===== config.mk =====
export PLATFORM = sky130hd
export DESIGN_NAME = mem_map_decoder
export DESIGN_NICKNAME = d
export VERILOG_FILES = /design/src/common/mem_map_pkg.sv /design/src/rtl/pc_wrap_step.sv /design/src/rtl/mem_map_decoder.sv
export VERILOG_INCLUDE_DIRS = /design/src /design/src/common
export SDC_FILE = /design/constraint.sdc
export NUM_CORES = 1
export LEC_CHECK = 0
export BUFFER_PORTS_ARGS = -buffer_cell sky130_fd_sc_hd__buf_2
export CORE_MARGIN = 2
export CORE_UTILIZATION = 51
export CTS_CLUSTER_SIZE = 24
export DETAILED_ROUTE_END_ITERATION = 10
export HOLD_SLACK_MARGIN = 0.02
export PLACE_DENSITY_LB_ADDON = 0.25
export SLEW_MARGIN = 10
export SYNTH_ARGS = -nofsm -noshare
export SYNTH_HDL_FRONTEND = slang
export SYNTH_SLANG_ARGS = --single-unit

===== constraint.sdc =====
create_clock -name core_clk -period 3.15 [get_ports core_clk]
set_clock_uncertainty 0.05 [all_clocks]
set_input_delay 0.63 -clock core_clk [delete_from_list [all_inputs] [get_ports core_clk]]
set_output_delay 0.63 -clock core_clk [all_outputs]
set_load 0.005 [all_outputs]

===== src/common/mem_map_regs.svh =====
`ifndef MEM_MAP_REGS_SVH
`define MEM_MAP_REGS_SVH
// segment numbers used by the code map and the pc wrap
`define MM_SEG_TOP       8'hFF
`define MM_SEG_FE        8'hFE
`define MM_SEG_ONE       8'h01
`define MM_SEG_ZERO      8'h00
// 32 KB on-chip code at FF:0000-FF:7FFF
`define MM_ROM_AW        15
`define MM_TOP8_BASE     16'h7FF8
// upper 16 KB of region 00: mirrors upper half of the rom
`define MM_MIR_BASE      2'b11
`define MM_MIR_EXT_HI    2'b01
// data space: 32 byte register file, then 1 KB ram
`define MM_REGF_LAST     24'h00001F
`define MM_RAM_BASE      24'h000020
`define MM_RAM_LAST      24'h00041F
`define MM_RAM_AW        10
`define MM_BIT_LO        24'h000020
`define MM_BIT_HI        24'h0000FF
// configuration array at the top of external space
`define MM_CFG0_ADDR     24'hFFFFF8
`define MM_CFG1_ADDR     24'hFFFFF9
`define MM_MIRROR_BIT    1
`define MM_SYNC_WAIT     2'h3
// sfr addresses aliased onto register file entries
`define MM_SFR_ACC       8'hE0
`define MM_SFR_B         8'hF0
`define MM_SFR_SP        8'h81
`define MM_SFR_SPH       8'hBE
`define MM_SFR_DPL       8'h82
`define MM_SFR_DPH       8'h83
`define MM_SFR_DPXL      8'h84
`define MM_RF_ACC        6'h0B
`define MM_RF_B          6'h0A
`define MM_RF_SP         6'h3F
`define MM_RF_SPH        6'h3E
`define MM_RF_DPL        6'h3B
`define MM_RF_DPH        6'h3A
`define MM_RF_DPXL       6'h39
`endif


===== src/common/mem_map_pkg.sv =====
`default_nettype none
package mem_map_pkg;
   typedef enum logic {CODE_ROM = 1'b0, CODE_EXT = 1'b1} code_tgt_t;
   typedef enum logic [1:0] {DATA_REGF = 2'b00, DATA_RAM = 2'b01, DATA_EXT = 2'b10} data_tgt_t;
   typedef enum logic [1:0] {
      BOOT_SYNC = 2'b00,
      BOOT_CFG0 = 2'b01,
      BOOT_CFG1 = 2'b11,
      BOOT_RUN  = 2'b10
   } boot_st_t;
endpackage
`default_nettype wire


===== src/rtl/pc_wrap_step.sv =====
`timescale 1ns/1ps
`default_nettype none
`include "mem_map_regs.svh"
module pc_wrap_step (
   input  wire logic [23:0] pc,
   input  wire logic [2:0]  inc,
   output logic      [23:0] nxt
);
   logic [24:0] sum;
   logic [7:0]  seg;
   logic [7:0]  sum_seg;

   always_comb begin
      sum     = {1'b0, pc} + {22'h000000, inc};
      seg     = pc[23:16];
      sum_seg = sum[23:16];
      nxt     = sum[23:0];
      if (seg == `MM_SEG_TOP && sum_seg != `MM_SEG_TOP) begin
         nxt = {`MM_SEG_TOP, sum[15:0]};
      end
      else if (seg == `MM_SEG_ONE && sum_seg != `MM_SEG_ONE) begin
         nxt = {`MM_SEG_ZERO, sum[15:0]};
      end
      // FE: carries into FF: by plain addition
   end
endmodule
`default_nettype wire


===== src/rtl/mem_map_decoder.sv =====
// What this block does
// - access pin high: rom at FF:0000
// - pin high: code outside the rom and the 00: mirror window goes external
// - pin low: all code goes external
// - pin high: constant reads of top rom bytes stay internal
// - pc past FF: end loops to FF:0000
// - pc past FE: end continues at FF:0000
// - pc past 01: end wraps to 00:0000
// - 1 KB ram just above register file
// - ram bytes 20h to FFh bit addressable
// - code fetches never select data ram
// - mirror bit clear: upper rom in 00:
// - pin low: mirror window fetched from FF:4000
// - mirror bit set: no rom via 00:
// - unmapped data accesses go external
// - sfrs decoded in separate region S:
// - every sfr bit addressable
// - core sfrs alias register file entries
// - pin low: config bytes fetched externally
`timescale 1ns/1ps
`default_nettype none
`include "mem_map_regs.svh"
module mem_map_decoder
   import mem_map_pkg::*;
(
   input  wire logic        core_clk,
   input  wire logic        nrst,
   input  wire logic        external_access_pin,
   input  wire logic [7:0]  rom_cfg_byte_one,
   output logic             cfg_rd_req,
   output logic      [23:0] cfg_rd_addr,
   input  wire logic        cfg_rd_ack,
   input  wire logic [7:0]  cfg_rd_data,
   output logic             map_ready,
   output logic             ea_high_q,
   output logic             onchip_code_mirror_disable_q,
   output logic      [7:0]  user_config_byte_zero_q,
   output logic      [7:0]  user_config_byte_one_q,
   input  wire logic        code_req,
   input  wire logic [23:0] code_addr,
   input  wire logic        code_const,
   output logic             code_vld_q,
   output code_tgt_t        code_tgt_q,
   output logic      [14:0] code_rom_addr_q,
   output logic      [23:0] code_ext_addr_q,
   output logic             code_top_zone_q,
   output logic             code_ext_stb,
   input  wire logic        pc_step_req,
   input  wire logic [23:0] pc_cur,
   input  wire logic [2:0]  pc_inc,
   output logic             pc_vld_q,
   output logic      [23:0] pc_next_q,
   input  wire logic        data_req,
   input  wire logic [23:0] data_addr,
   input  wire logic        data_bit,
   input  wire logic [2:0]  data_bit_idx,
   output logic             data_vld_q,
   output data_tgt_t        data_tgt_q,
   output logic      [4:0]  data_regf_idx_q,
   output logic      [9:0]  data_ram_addr_q,
   output logic      [23:0] data_ext_addr_q,
   output logic      [7:0]  data_bit_mask_q,
   output logic             data_bit_err_q,
   output logic             data_ext_stb,
   input  wire logic        sfr_req,
   input  wire logic [7:0]  sfr_addr,
   input  wire logic        sfr_bit,
   input  wire logic [2:0]  sfr_bit_idx,
   output logic             sfr_vld_q,
   output logic      [7:0]  sfr_sel_q,
   output logic             sfr_alias_q,
   output logic      [5:0]  sfr_regf_idx_q,
   output logic      [7:0]  sfr_bit_mask_q
);
   boot_st_t    st_q;
   logic        ea_meta_q;
   logic        ea_sync_q;
   logic [1:0]  wait_q;
   logic        code_go;
   logic        data_go;
   logic        sfr_go;
   code_tgt_t   code_tgt_d;
   logic [14:0] rom_addr_d;
   logic [23:0] ext_addr_d;
   logic        mir_win;
   logic        top8;
   data_tgt_t   data_tgt_d;
   logic        bit_ok;
   logic        alias_d;
   logic [5:0]  rf_idx_d;
   logic [23:0] pc_nxt;
   localparam logic [15:0] TOP8_BASE = `MM_TOP8_BASE;
   localparam logic [23:0] RAM_BASE  = `MM_RAM_BASE;

   assign map_ready    = (st_q == BOOT_RUN);
   assign code_go      = code_req && map_ready;
   assign data_go      = data_req && map_ready;
   assign sfr_go       = sfr_req && map_ready;
   assign code_ext_stb = code_vld_q && (code_tgt_q == CODE_EXT);
   assign data_ext_stb = data_vld_q && (data_tgt_q == DATA_EXT);
   assign cfg_rd_req   = (st_q == BOOT_CFG0) || (st_q == BOOT_CFG1);
   assign cfg_rd_addr  = (st_q == BOOT_CFG1) ? `MM_CFG1_ADDR : `MM_CFG0_ADDR;

   // pin comes from the board, two flops before use
   always_ff @(posedge core_clk or negedge nrst) begin
      if (!nrst) begin
         ea_meta_q <= 1'b0;
         ea_sync_q <= 1'b0;
      end else begin
         ea_meta_q <= external_access_pin;
         ea_sync_q <= ea_meta_q;
      end
   end

   // boot: wait for the synchroniser to settle, then read config
   always_ff @(posedge core_clk or negedge nrst) begin
      if (!nrst) begin
         st_q   <= BOOT_SYNC;
         wait_q <= 2'h0;
      end else begin
         case (st_q)
            BOOT_SYNC: begin
               wait_q <= wait_q + 2'h1;
               if (wait_q == `MM_SYNC_WAIT) begin
                  st_q <= ea_sync_q ? BOOT_RUN : BOOT_CFG0;
               end
            end
            BOOT_CFG0: begin
               if (cfg_rd_ack) begin
                  st_q <= BOOT_CFG1;
               end
            end
            BOOT_CFG1: begin
               if (cfg_rd_ack) begin
                  st_q <= BOOT_RUN;
               end
            end
            BOOT_RUN: st_q <= BOOT_RUN;
            default:  st_q <= BOOT_SYNC;
         endcase
      end
   end

   // map fixed once running, only reset reopens it
   always_ff @(posedge core_clk or negedge nrst) begin
      if (!nrst) begin
         ea_high_q               <= 1'b0;
         user_config_byte_zero_q <= 8'hFF;
         user_config_byte_one_q  <= 8'hFF;
      end else begin
         if (st_q == BOOT_SYNC && wait_q == `MM_SYNC_WAIT) begin
            ea_high_q <= ea_sync_q;
            if (ea_sync_q) begin
               user_config_byte_one_q <= rom_cfg_byte_one;
            end
         end
         // only the first two bytes are kept
         if (st_q == BOOT_CFG0 && cfg_rd_ack) begin
            user_config_byte_zero_q <= cfg_rd_data;
         end
         if (st_q == BOOT_CFG1 && cfg_rd_ack) begin
            user_config_byte_one_q <= cfg_rd_data;
         end
      end
   end

   // erased config reads as ones, so the mirror stays off by default
   assign onchip_code_mirror_disable_q = user_config_byte_one_q[`MM_MIRROR_BIT];

   always_comb begin
      top8       = (code_addr[23:16] == `MM_SEG_TOP) && (code_addr[15:3] == TOP8_BASE[15:3]);
      mir_win    = !onchip_code_mirror_disable_q && (code_addr[23:16] == `MM_SEG_ZERO)
                   && (code_addr[15:14] == `MM_MIR_BASE);
      code_tgt_d = CODE_EXT;
      rom_addr_d = code_addr[14:0];
      ext_addr_d = code_addr;
      if (ea_high_q) begin
         // lower half of FF: is the rom
         if (code_addr[23:16] == `MM_SEG_TOP && !code_addr[15]) begin
            code_tgt_d = CODE_ROM;
         end
         // mirror window into upper 16 KB of rom
         else if (mir_win) begin
            code_tgt_d = CODE_ROM;
            rom_addr_d = {1'b1, code_addr[13:0]};
         end
         else begin
            code_tgt_d = CODE_EXT;
         end
      end else begin
         code_tgt_d = CODE_EXT;
         if (mir_win) begin
            ext_addr_d = {`MM_SEG_TOP, `MM_MIR_EXT_HI, code_addr[13:0]};
         end
      end
      // with the mirror disabled, 00: falls through to external
   end

   // code targets have no ram encoding at all
   always_ff @(posedge core_clk or negedge nrst) begin
      if (!nrst) begin
         code_vld_q      <= 1'b0;
         code_tgt_q      <= CODE_EXT;
         code_rom_addr_q <= 15'h0000;
         code_ext_addr_q <= 24'h000000;
         code_top_zone_q <= 1'b0;
      end else begin
         code_vld_q <= code_go;
         if (code_go) begin
            code_tgt_q      <= code_tgt_d;
            code_rom_addr_q <= rom_addr_d;
            code_ext_addr_q <= ext_addr_d;
            // flag opcode fetches whose prefetch may run off chip
            code_top_zone_q <= top8 && ea_high_q && !code_const;
         end
      end
   end

   pc_wrap_step u_pc_step (
      .pc  (pc_cur),
      .inc (pc_inc),
      .nxt (pc_nxt)
   );

   always_ff @(posedge core_clk or negedge nrst) begin
      if (!nrst) begin
         pc_vld_q  <= 1'b0;
         pc_next_q <= 24'h000000;
      end else begin
         pc_vld_q <= pc_step_req;
         if (pc_step_req) begin
            pc_next_q <= pc_nxt;
         end
      end
   end

   always_comb begin
      bit_ok = (data_addr >= `MM_BIT_LO) && (data_addr <= `MM_BIT_HI);
      data_tgt_d = DATA_EXT;
      if (data_addr <= `MM_REGF_LAST) begin
         data_tgt_d = DATA_REGF;
      end
      // 1 KB ram above the register file
      else if (data_addr <= `MM_RAM_LAST) begin
         data_tgt_d = DATA_RAM;
      end
   end

   always_ff @(posedge core_clk or negedge nrst) begin
      if (!nrst) begin
         data_vld_q      <= 1'b0;
         data_tgt_q      <= DATA_EXT;
         data_regf_idx_q <= 5'h00;
         data_ram_addr_q <= 10'h000;
         data_ext_addr_q <= 24'h000000;
         data_bit_mask_q <= 8'h00;
         data_bit_err_q  <= 1'b0;
      end else begin
         data_vld_q <= data_go;
         if (data_go) begin
            data_tgt_q      <= data_tgt_d;
            data_regf_idx_q <= data_addr[4:0];
            // ram never goes above 41Fh, so low bits suffice
            data_ram_addr_q <= data_addr[9:0] - RAM_BASE[9:0];
            data_ext_addr_q <= data_addr;
            data_bit_mask_q <= (data_bit && bit_ok) ? (8'h01 << data_bit_idx) : 8'h00;
            data_bit_err_q  <= data_bit && !bit_ok;
         end
      end
   end

   always_comb begin
      // core registers share storage with the register file
      alias_d  = 1'b1;
      rf_idx_d = 6'h00;
      case (sfr_addr)
         `MM_SFR_ACC:  rf_idx_d = `MM_RF_ACC;
         `MM_SFR_B:    rf_idx_d = `MM_RF_B;
         `MM_SFR_SP:   rf_idx_d = `MM_RF_SP;
         `MM_SFR_SPH:  rf_idx_d = `MM_RF_SPH;
         `MM_SFR_DPL:  rf_idx_d = `MM_RF_DPL;
         `MM_SFR_DPH:  rf_idx_d = `MM_RF_DPH;
         `MM_SFR_DPXL: rf_idx_d = `MM_RF_DPXL;
         default:      alias_d  = 1'b0;
      endcase
   end

   // S: has its own request path, never the data map
   always_ff @(posedge core_clk or negedge nrst) begin
      if (!nrst) begin
         sfr_vld_q      <= 1'b0;
         sfr_sel_q      <= 8'h00;
         sfr_alias_q    <= 1'b0;
         sfr_regf_idx_q <= 6'h00;
         sfr_bit_mask_q <= 8'h00;
      end else begin
         sfr_vld_q <= sfr_go;
         if (sfr_go) begin
            sfr_sel_q      <= sfr_addr;
            sfr_alias_q    <= alias_d;
            sfr_regf_idx_q <= rf_idx_d;
            // no address restriction on sfr bit access
            sfr_bit_mask_q <= sfr_bit ? (8'h01 << sfr_bit_idx) : 8'h00;
         end
      end
   end
endmodule
`default_nettype wire


==> metrics, run 1 <==
fill count=1064; num rows=41; deepest clock path buffer count=2; die span in y=118 um; post-synthesis xor/xnor area fraction=0.0394; compound-cell area share of the yosys netlist=0.0889; final hold viol count=0; CP bufs+invs=1; critical path cell sequence=buf_2, ha_1, fa_1, a21o_4, nor2b_4, nand4_2, xnor2_2, or4b_4, o41ai_4, o22ai_1; Yosys cell types=60; Crit path arrival time=3.01 ns; DR iter-0 viols=322; PortBufs=280; WL/cell=14.9 um; Place WS=-0.0492 ns; post-synthesis simple-gate area fraction=0.198; clock root cell=clkbuf_16; vias post-DR=5592; Inserted Clock Buffers=17; worst min path class=primary input to async pin; Synth Area per Inst=9.96 um2; final slew viol count=0; maximum VDD drop=306 uV; Setup WS post-layout=0.380 ns; Overall Global Routing Usage=0.241; sequential-to-total area share from yosys stat=0.531; crit path time final=2.77 ns; DRT Pass-1 Iters=4; main area contributors after synthesis=dfrtp_1 (46%), nand2_1 (10%), dfstp_2 (7.1%), buf_4 (5.5%), mux2_2 (3.7%); DP Wirelength=12700 um; slowest stage delay, CP=0.49 ns; Max-Cap Viols=0; final wirelength=16600 um; Worst path top cell family by delay=compound AO/OA/AOI/OAI gates; cts hold-fix bufs=0; share of the synthesized area in the top cell type=0.460; CP max stage cell=or4b_4; ys flop type=dfrtp_1; die area=13900 um2; Syn Inst Count=667; via/cell ratio=5.02; slew of the pin with the lowest slew margin=0.639 ns; worst-path fanout max=3; Clock Latency Late Sink=0.41 ns; Final ANT Viol Nets=0; Setup Buffers After CTS=0; worst r2r src=st_q[1]; worst path required time=3.39 ns; Power, Total=4.63 mW; Rel. slew slack=0.570; Die X=118 um; Syn-to-layout area delta=29.3%; Worst setup EP type=register; placed cell areas=7990 um2; Final period util=0.879; Post-Syn Area=6640 um2; number of enable flip-flop cells after synthesis=0; initial antenna violation count=2; worst hold slack=0.115 ns; I/O Pins=304; Post-CTS Resized=0; vias in the first global route=5317; CTS clk-pin slew, worst paths=0.06 ns; H-tree lvl count=4; pin count of the biggest net entering global routing=57; CTS tree=yes; Clock Sinks=140; layout cells sized above 1=0.410; async set-or-reset flop fraction in the synthesized netlist=1.00; Syn. warnings=0; highest clock rate=0.361 GHz; CP Class=primary input to register; Setup crit start=pc_cur[0]; Overflow after GRT=0; count of final setup violators=0; NumNets Final=1048; multiplexer share of the synthesized area=0.0539; first-pass GRT wire length=26600 um; Adder-Cell Fraction of Synth Area=0.0124; drt drc=0; status=complete, no violations; number of synthesized register bits=140; Initial Util=0.524; core footprint=12700 um2; Placer Congestion=0.887; fin util=0.678; pwr dens=539 nW/um2; area leader, netlist=dfrtp_1; design area=8590 um2; total leakage power=4.50 nW; largest family of logic cells by synthesized area=simple AND/OR/NAND/NOR gates; CP startpoint kind=primary input; RSZ-0062 raised after global routing=false
routing by layer:
layer	up-vias	track usage	part of all wire
met3	27	0.0664	0.071
met4	0	0.0904	0.022
li1	2693	-	-
met2	235	0.403	0.50
met5	-	0	0
met1	2637	0.297	0.41
registers in the layout, indices dropped and copies added, names as in the netlist, 2 cells and up:
| name | flops |
|---|---|
| code_rom_addr_q | 15 |
| st_q | 2 |
| pc_next_q | 24 |
| user_config_byte_zero_q | 8 |
| user_config_byte_one_q | 8 |
| data_bit_mask_q | 8 |
| data_tgt_q | 2 |
| data_regf_idx_q | 4 |
| data_ext_addr_q | 19 |
| code_ext_addr_q | 10 |
| sfr_bit_mask_q | 8 |
| wait_q | 2 |
| data_ram_addr_q | 6 |
| sfr_regf_idx_q | 5 |
| sfr_sel_q | 8 |
cell type report:
cell class / count / area [um2] / share of cell area
well taps: 172 / 215 / 0.0251
multi-input cells: 464 / 2690 / 0.314
clock inverters: 11 / 143 / 0.0166
inverters: 10 / 37.5 / 0.00437
diodes: 2 / 5.00 / 0.000583
clock buffers: 21 / 450 / 0.0524
repair buffers: 293 / 1520 / 0.177
flip-flops and latches: 140 / 3530 / 0.411
cell usage after synthesis (all sizes together), types with 6 or more instances:
| master | instances |
|---|---|
| a21oi | 24 |
| and2 | 8 |
| and3 | 7 |
| buf | 53 |
| clkbuf | 21 |
| dfrtp | 122 |
| dfstp | 18 |
| inv | 10 |
| mux2 | 22 |
| mux2i | 11 |
| nand2 | 178 |
| nand3 | 10 |
| nand4 | 13 |
| nor2 | 39 |
| nor4 | 6 |
| o21ai | 26 |
| o22a | 9 |
| o31ai | 13 |
| xnor2 | 17 |
| xor2 | 12 |
cells by family after synthesis:
family,after synthesis
compound gates,89
xor+xnor,29
fa+ha+maj,6
buf+inv,84
flops,140
mux,33
other cells,2
simple gates,284
layout by cell type (no fill, tap or decap), types with 4 or more instances in the layout:
| master | synthesis | final |
|---|---|---|
| buf_2 | 0 | 279 |
| nand2_1 | 178 | 178 |
| dfrtp_1 | 122 | 122 |
| nor2_1 | 37 | 37 |
| a21oi_1 | 24 | 24 |
| o21ai_0 | 23 | 23 |
| conb_1 | 2 | 23 |
| mux2_2 | 22 | 22 |
| dfstp_2 | 18 | 18 |
| clkbuf_16 | 0 | 17 |
| xnor2_1 | 16 | 16 |
| o31ai_1 | 13 | 13 |
| xor2_1 | 12 | 12 |
| buf_4 | 49 | 12 |
| nand4_1 | 11 | 11 |
| mux2i_1 | 11 | 11 |
| o22a_1 | 8 | 8 |
| nand3_1 | 8 | 8 |
| inv_1 | 7 | 7 |
| and2_1 | 6 | 6 |
| nor4_1 | 6 | 6 |
| nor3_1 | 5 | 5 |
| ha_1 | 5 | 5 |
| a32o_1 | 4 | 4 |
| clkinv_2 | 0 | 4 |
path summary, 6_finish.rpt:
kind | endpoint | slack, ns | depth (start not counted)
max | pc_next_q[17] | 0.38 | 10
min | sfr_bit_mask_q[6] | 0.11 | 1
max reg2reg | data_bit_mask_q[5] | 0.60 | 6
min reg2reg | ea_sync_q | 0.30 | 0
max in group asynchronous | user_config_byte_zero_q[7] | 2.07 | 2
min in group core_clk | ea_meta_q | 0.28 | 1
through the flow:
step,TNS (ns),cells
final,0,1113
after global routing,0,1113
after CTS,0,1111
after detailed placement,-0.106,1079
after global placement,-0.0399,1079
after floorplan,0,688
worst register-to-register path, cell delays in order (launching register included):
cell and delay (ns):
dfrtp_1 0.49, nor2b_1 0.52, nand2_1 0.19, inv_2 0.36, nand2_1 0.13, nor4_1 0.50, a32o_1 0.26
where the power goes:
part           switching [mW]  internal [mW]
sequential             0.0774           1.95
combinational           0.334          0.280
clock                   0.729           1.26
No activity file was read; power rests on OpenSTA's default activity.
==> run 2: changes to the inputs <==
Settings changed: ABC_AREA from default to 1, CORE_UTILIZATION 51 to 50, SLEW_MARGIN 10 to 5.
==> metrics, run 2 <==
highest clock rate=0.426 GHz (was 0.361 GHz); total leakage power=4.79 nW (was 4.50 nW); final slew viol count=0 (unchanged); die area=14700 um2 (was 13900 um2); num rows=42 (was 41); worst-path fanout max=8 (was 3); count of final setup violators=0 (unchanged); status=complete, no violations (unchanged); final hold viol count=0 (unchanged); worst path required time=3.39 ns (about the same); CP Class=primary input to register (unchanged); Ant. Diodes=0 (was 2); Overall Global Routing Usage=0.242 (was 0.241); Syn-to-layout area delta=27.7% (was 29.3%); biggest regs=pc_next_q: 24 flops, data_ext_addr_q: 19 flops, code_rom_addr_q: 15 flops (unchanged); DP Wirelength=13500 um (was 12700 um); multiplexer share of the synthesized area=0.0131 (was 0.0539); CTS tree=yes (unchanged); drt drc=0 (unchanged); Final ANT Viol Nets=0 (unchanged); crit path time final=2.35 ns (was 2.77 ns); maximum VDD drop=338 uV (was 306 uV); main area contributors after synthesis=dfrtp_1 (44%), nand2_1 (15%), dfstp_2 (6.9%), buf_4 (5.4%), o21ai_0 (4.3%) (was dfrtp_1 (46%), nand2_1 (10%), dfstp_2 (7.1%), buf_4 (5.5%), mux2_2 (3.7%)); worst min path class=primary input to async pin (unchanged); clock root cell=clkbuf_16 (unchanged); CP startpoint kind=primary input (unchanged); via/cell ratio=4.89 (was 5.02); share of the synthesized area in the top cell type=0.444 (was 0.460); CTS clk-pin slew, worst paths=0.06 ns (about the same); Setup Buffers After CTS=0 (unchanged); Largest register FFs=24 (unchanged); PortBufs=280 (unchanged); Worst setup EP type=register (unchanged); setup TNS=0 ns (unchanged); Die X=121 um (was 118 um); Cell Count, Final, Fillers Out=1280 (was 1113); worst reg-to-reg setup slack=0.95 ns (was 0.60 ns); placed cell areas=8180 um2 (was 7990 um2); Clock Latency Late Sink=0.41 ns (about the same); layout cells sized above 1=0.318 (was 0.410); commonest non-fill, non-tap cell in the layout=buf_2 (unchanged); pin count of the biggest net entering global routing=62 (was 57); Placer Congestion=0.925 (was 0.887); worst r2r src=st_q[0] (was st_q[1]); cts hold-fix bufs=0 (unchanged); Final period util=0.745 (was 0.879); pwr dens=797 nW/um2 (was 539 nW/um2); worst reg2reg path endpoint=sfr_alias_q (was data_bit_mask_q[5]); first-pass GRT wire length=27800 um (was 26600 um); Syn Inst Count=838 (was 667); compound-cell area share of the yosys netlist=0.0910 (was 0.0889); design area=8780 um2 (was 8590 um2); ys flop type=dfrtp_1 (unchanged); post-synthesis simple-gate area fraction=0.236 (was 0.198); vias in the first global route=5756 (was 5317); sequential-to-total area share from yosys stat=0.513 (was 0.531); H-tree lvl count=4 (unchanged); Rel. slew slack=0.440 (was 0.570); number of synthesized register bits=140 (unchanged); I/O Pins=304 (unchanged); R2R cell count=8 (was 6); number of enable flip-flop cells after synthesis=0 (unchanged); Crit path arrival time=2.58 ns (was 3.01 ns); slew of the pin with the lowest slew margin=0.839 ns (was 0.639 ns); post-synthesis xor/xnor area fraction=0.0229 (was 0.0394); largest family of logic cells by synthesized area=simple AND/OR/NAND/NOR gates (unchanged); DR iter-0 viols=325 (was 322); Overflow after GRT=0 (unchanged); initial antenna violation count=0 (was 2); Initial Util=0.515 (was 0.524); most frequent cell after synthesis=nand2_1 (unchanged); Syn. warnings=0 (unchanged); die span in y=121 um (was 118 um); core footprint=13300 um2 (was 12700 um2); area occupied by multi-input gates=2670 um2 (was 2690 um2); Synth Area per Inst=8.20 um2 (was 9.96 um2); final wirelength=17700 um (was 16600 um); area leader, netlist=dfrtp_1 (unchanged); NumNets Final=1213 (was 1048); Register Area=3530 um2 (unchanged); async set-or-reset flop fraction in the synthesized netlist=1.00 (unchanged); Post-Syn Area=6870 um2 (was 6640 um2); Post-CTS Resized=0 (unchanged); vias post-DR=6262 (was 5592); deepest clock path buffer count=2 (unchanged); Inserted Clock Buffers=17 (unchanged); largest reg by FF count=pc_next_q (unchanged); Clock Sinks=140 (unchanged); WL/cell=13.9 um (was 14.9 um); most frequent cells in the layout=buf_2 (279), nand2_1 (272), dfrtp_1 (122) (was buf_2 (279), nand2_1 (178), dfrtp_1 (122)); fill count=1195 (was 1064); Yosys cell types=34 (was 60); Max-Cap Viols=0 (unchanged); DRT Pass-1 Iters=4 (unchanged); DP Cell Count=1248 (was 1079); top post-synthesis cells by count=nand2_1 (273), dfrtp_1 (122), nor2_1 (78), inv_1 (77), o21ai_0 (59) (was nand2_1 (178), dfrtp_1 (122), buf_4 (49), nor2_1 (37), a21oi_1 (24)); RSZ-0062 raised after global routing=false (unchanged); Adder-Cell Fraction of Synth Area=0.0120 (was 0.0124)
run 2: changes by cell type in the layout (fill, tap and decap cells not counted), sizes merged, moves of 11 or more:
cell	change
inv	+68
nand3	+19
mux2i	-11
nand2	+96
nor2	+41
mux2	-14
o21ai	+33
a21oi	-11
o31ai	-12
run 2: where the power goes:
part | switching (mW) | internal, mW
Sequential | 0.355 | 2.48
Combinational | 1.20 | 0.972
Clock | 0.748 | 1.24
run 2: worst max-delay path by stage:
stage	slack, ns	start	endpoint
after global routing	0.55	pc_cur[0]	pc_next_q[20]
after floorplan	0.75	pc_cur[0]	pc_next_q[16]
after CTS	0.81	pc_cur[0]	pc_next_q[21]
final	0.80	pc_cur[0]	pc_next_q[16]
after detailed placement	0.36	pc_cur[0]	pc_next_q[16]
after global placement	0.42	pc_cur[0]	pc_next_q[16]
run 2: worst max-delay path: stages:
cell	delay, ns
buf_2	0.10
ha_1	0.24
fa_1	0.41
nand3_1	0.11
nand2_2	0.12
nand2_1	0.13
nor2_2	0.07
nand2_1	0.05
nand2_1	0.04
nand2_1	0.08
nand2_1	0.06
nor2_1	0.09
nand2_1	0.10
a21oi_4	0.23
a21oi_1	0.11
run 2: cell families after synthesis:
group	after synthesis
and+or+nand+nor	407
AOI/OAI and AO/OA	104
muxes	8
adders and majority gates	6
xor gates and xnor gates	18
other	2
DFF	140
buffers and inverters	153
run 2: cell type report:
cell class	count	area share
clock inverters	11	0.0131
multi-input cells	566	0.304
inverters	79	0.0338
clock buffers	21	0.0547
well taps	176	0.0251
repair buffers	287	0.168
flip-flops and latches	140	0.402
run 2: metal layers:
layer	vias up	GRT usage	wire length [um]
met5	-	0	0
met4	0	0.109	443
met3	35	0.0517	1200
met2	247	0.392	8500
met1	2865	0.312	7590
li1	3115	-	-
run 2: stage by stage:
stage	power (mW)	hold slack [ns]	setup slack (ns)	utilization
2_1_floorplan	4.09	0.281	0.750	-
3_3_place_gp	4.99	0.283	0.422	0.613
3_5_place_dp	5.05	0.288	0.363	0.613
4_1_cts	7.07	0.151	0.809	0.658
5_1_grt	7.47	0.182	0.552	0.658
6_report	7.00	0.151	0.803	0.658
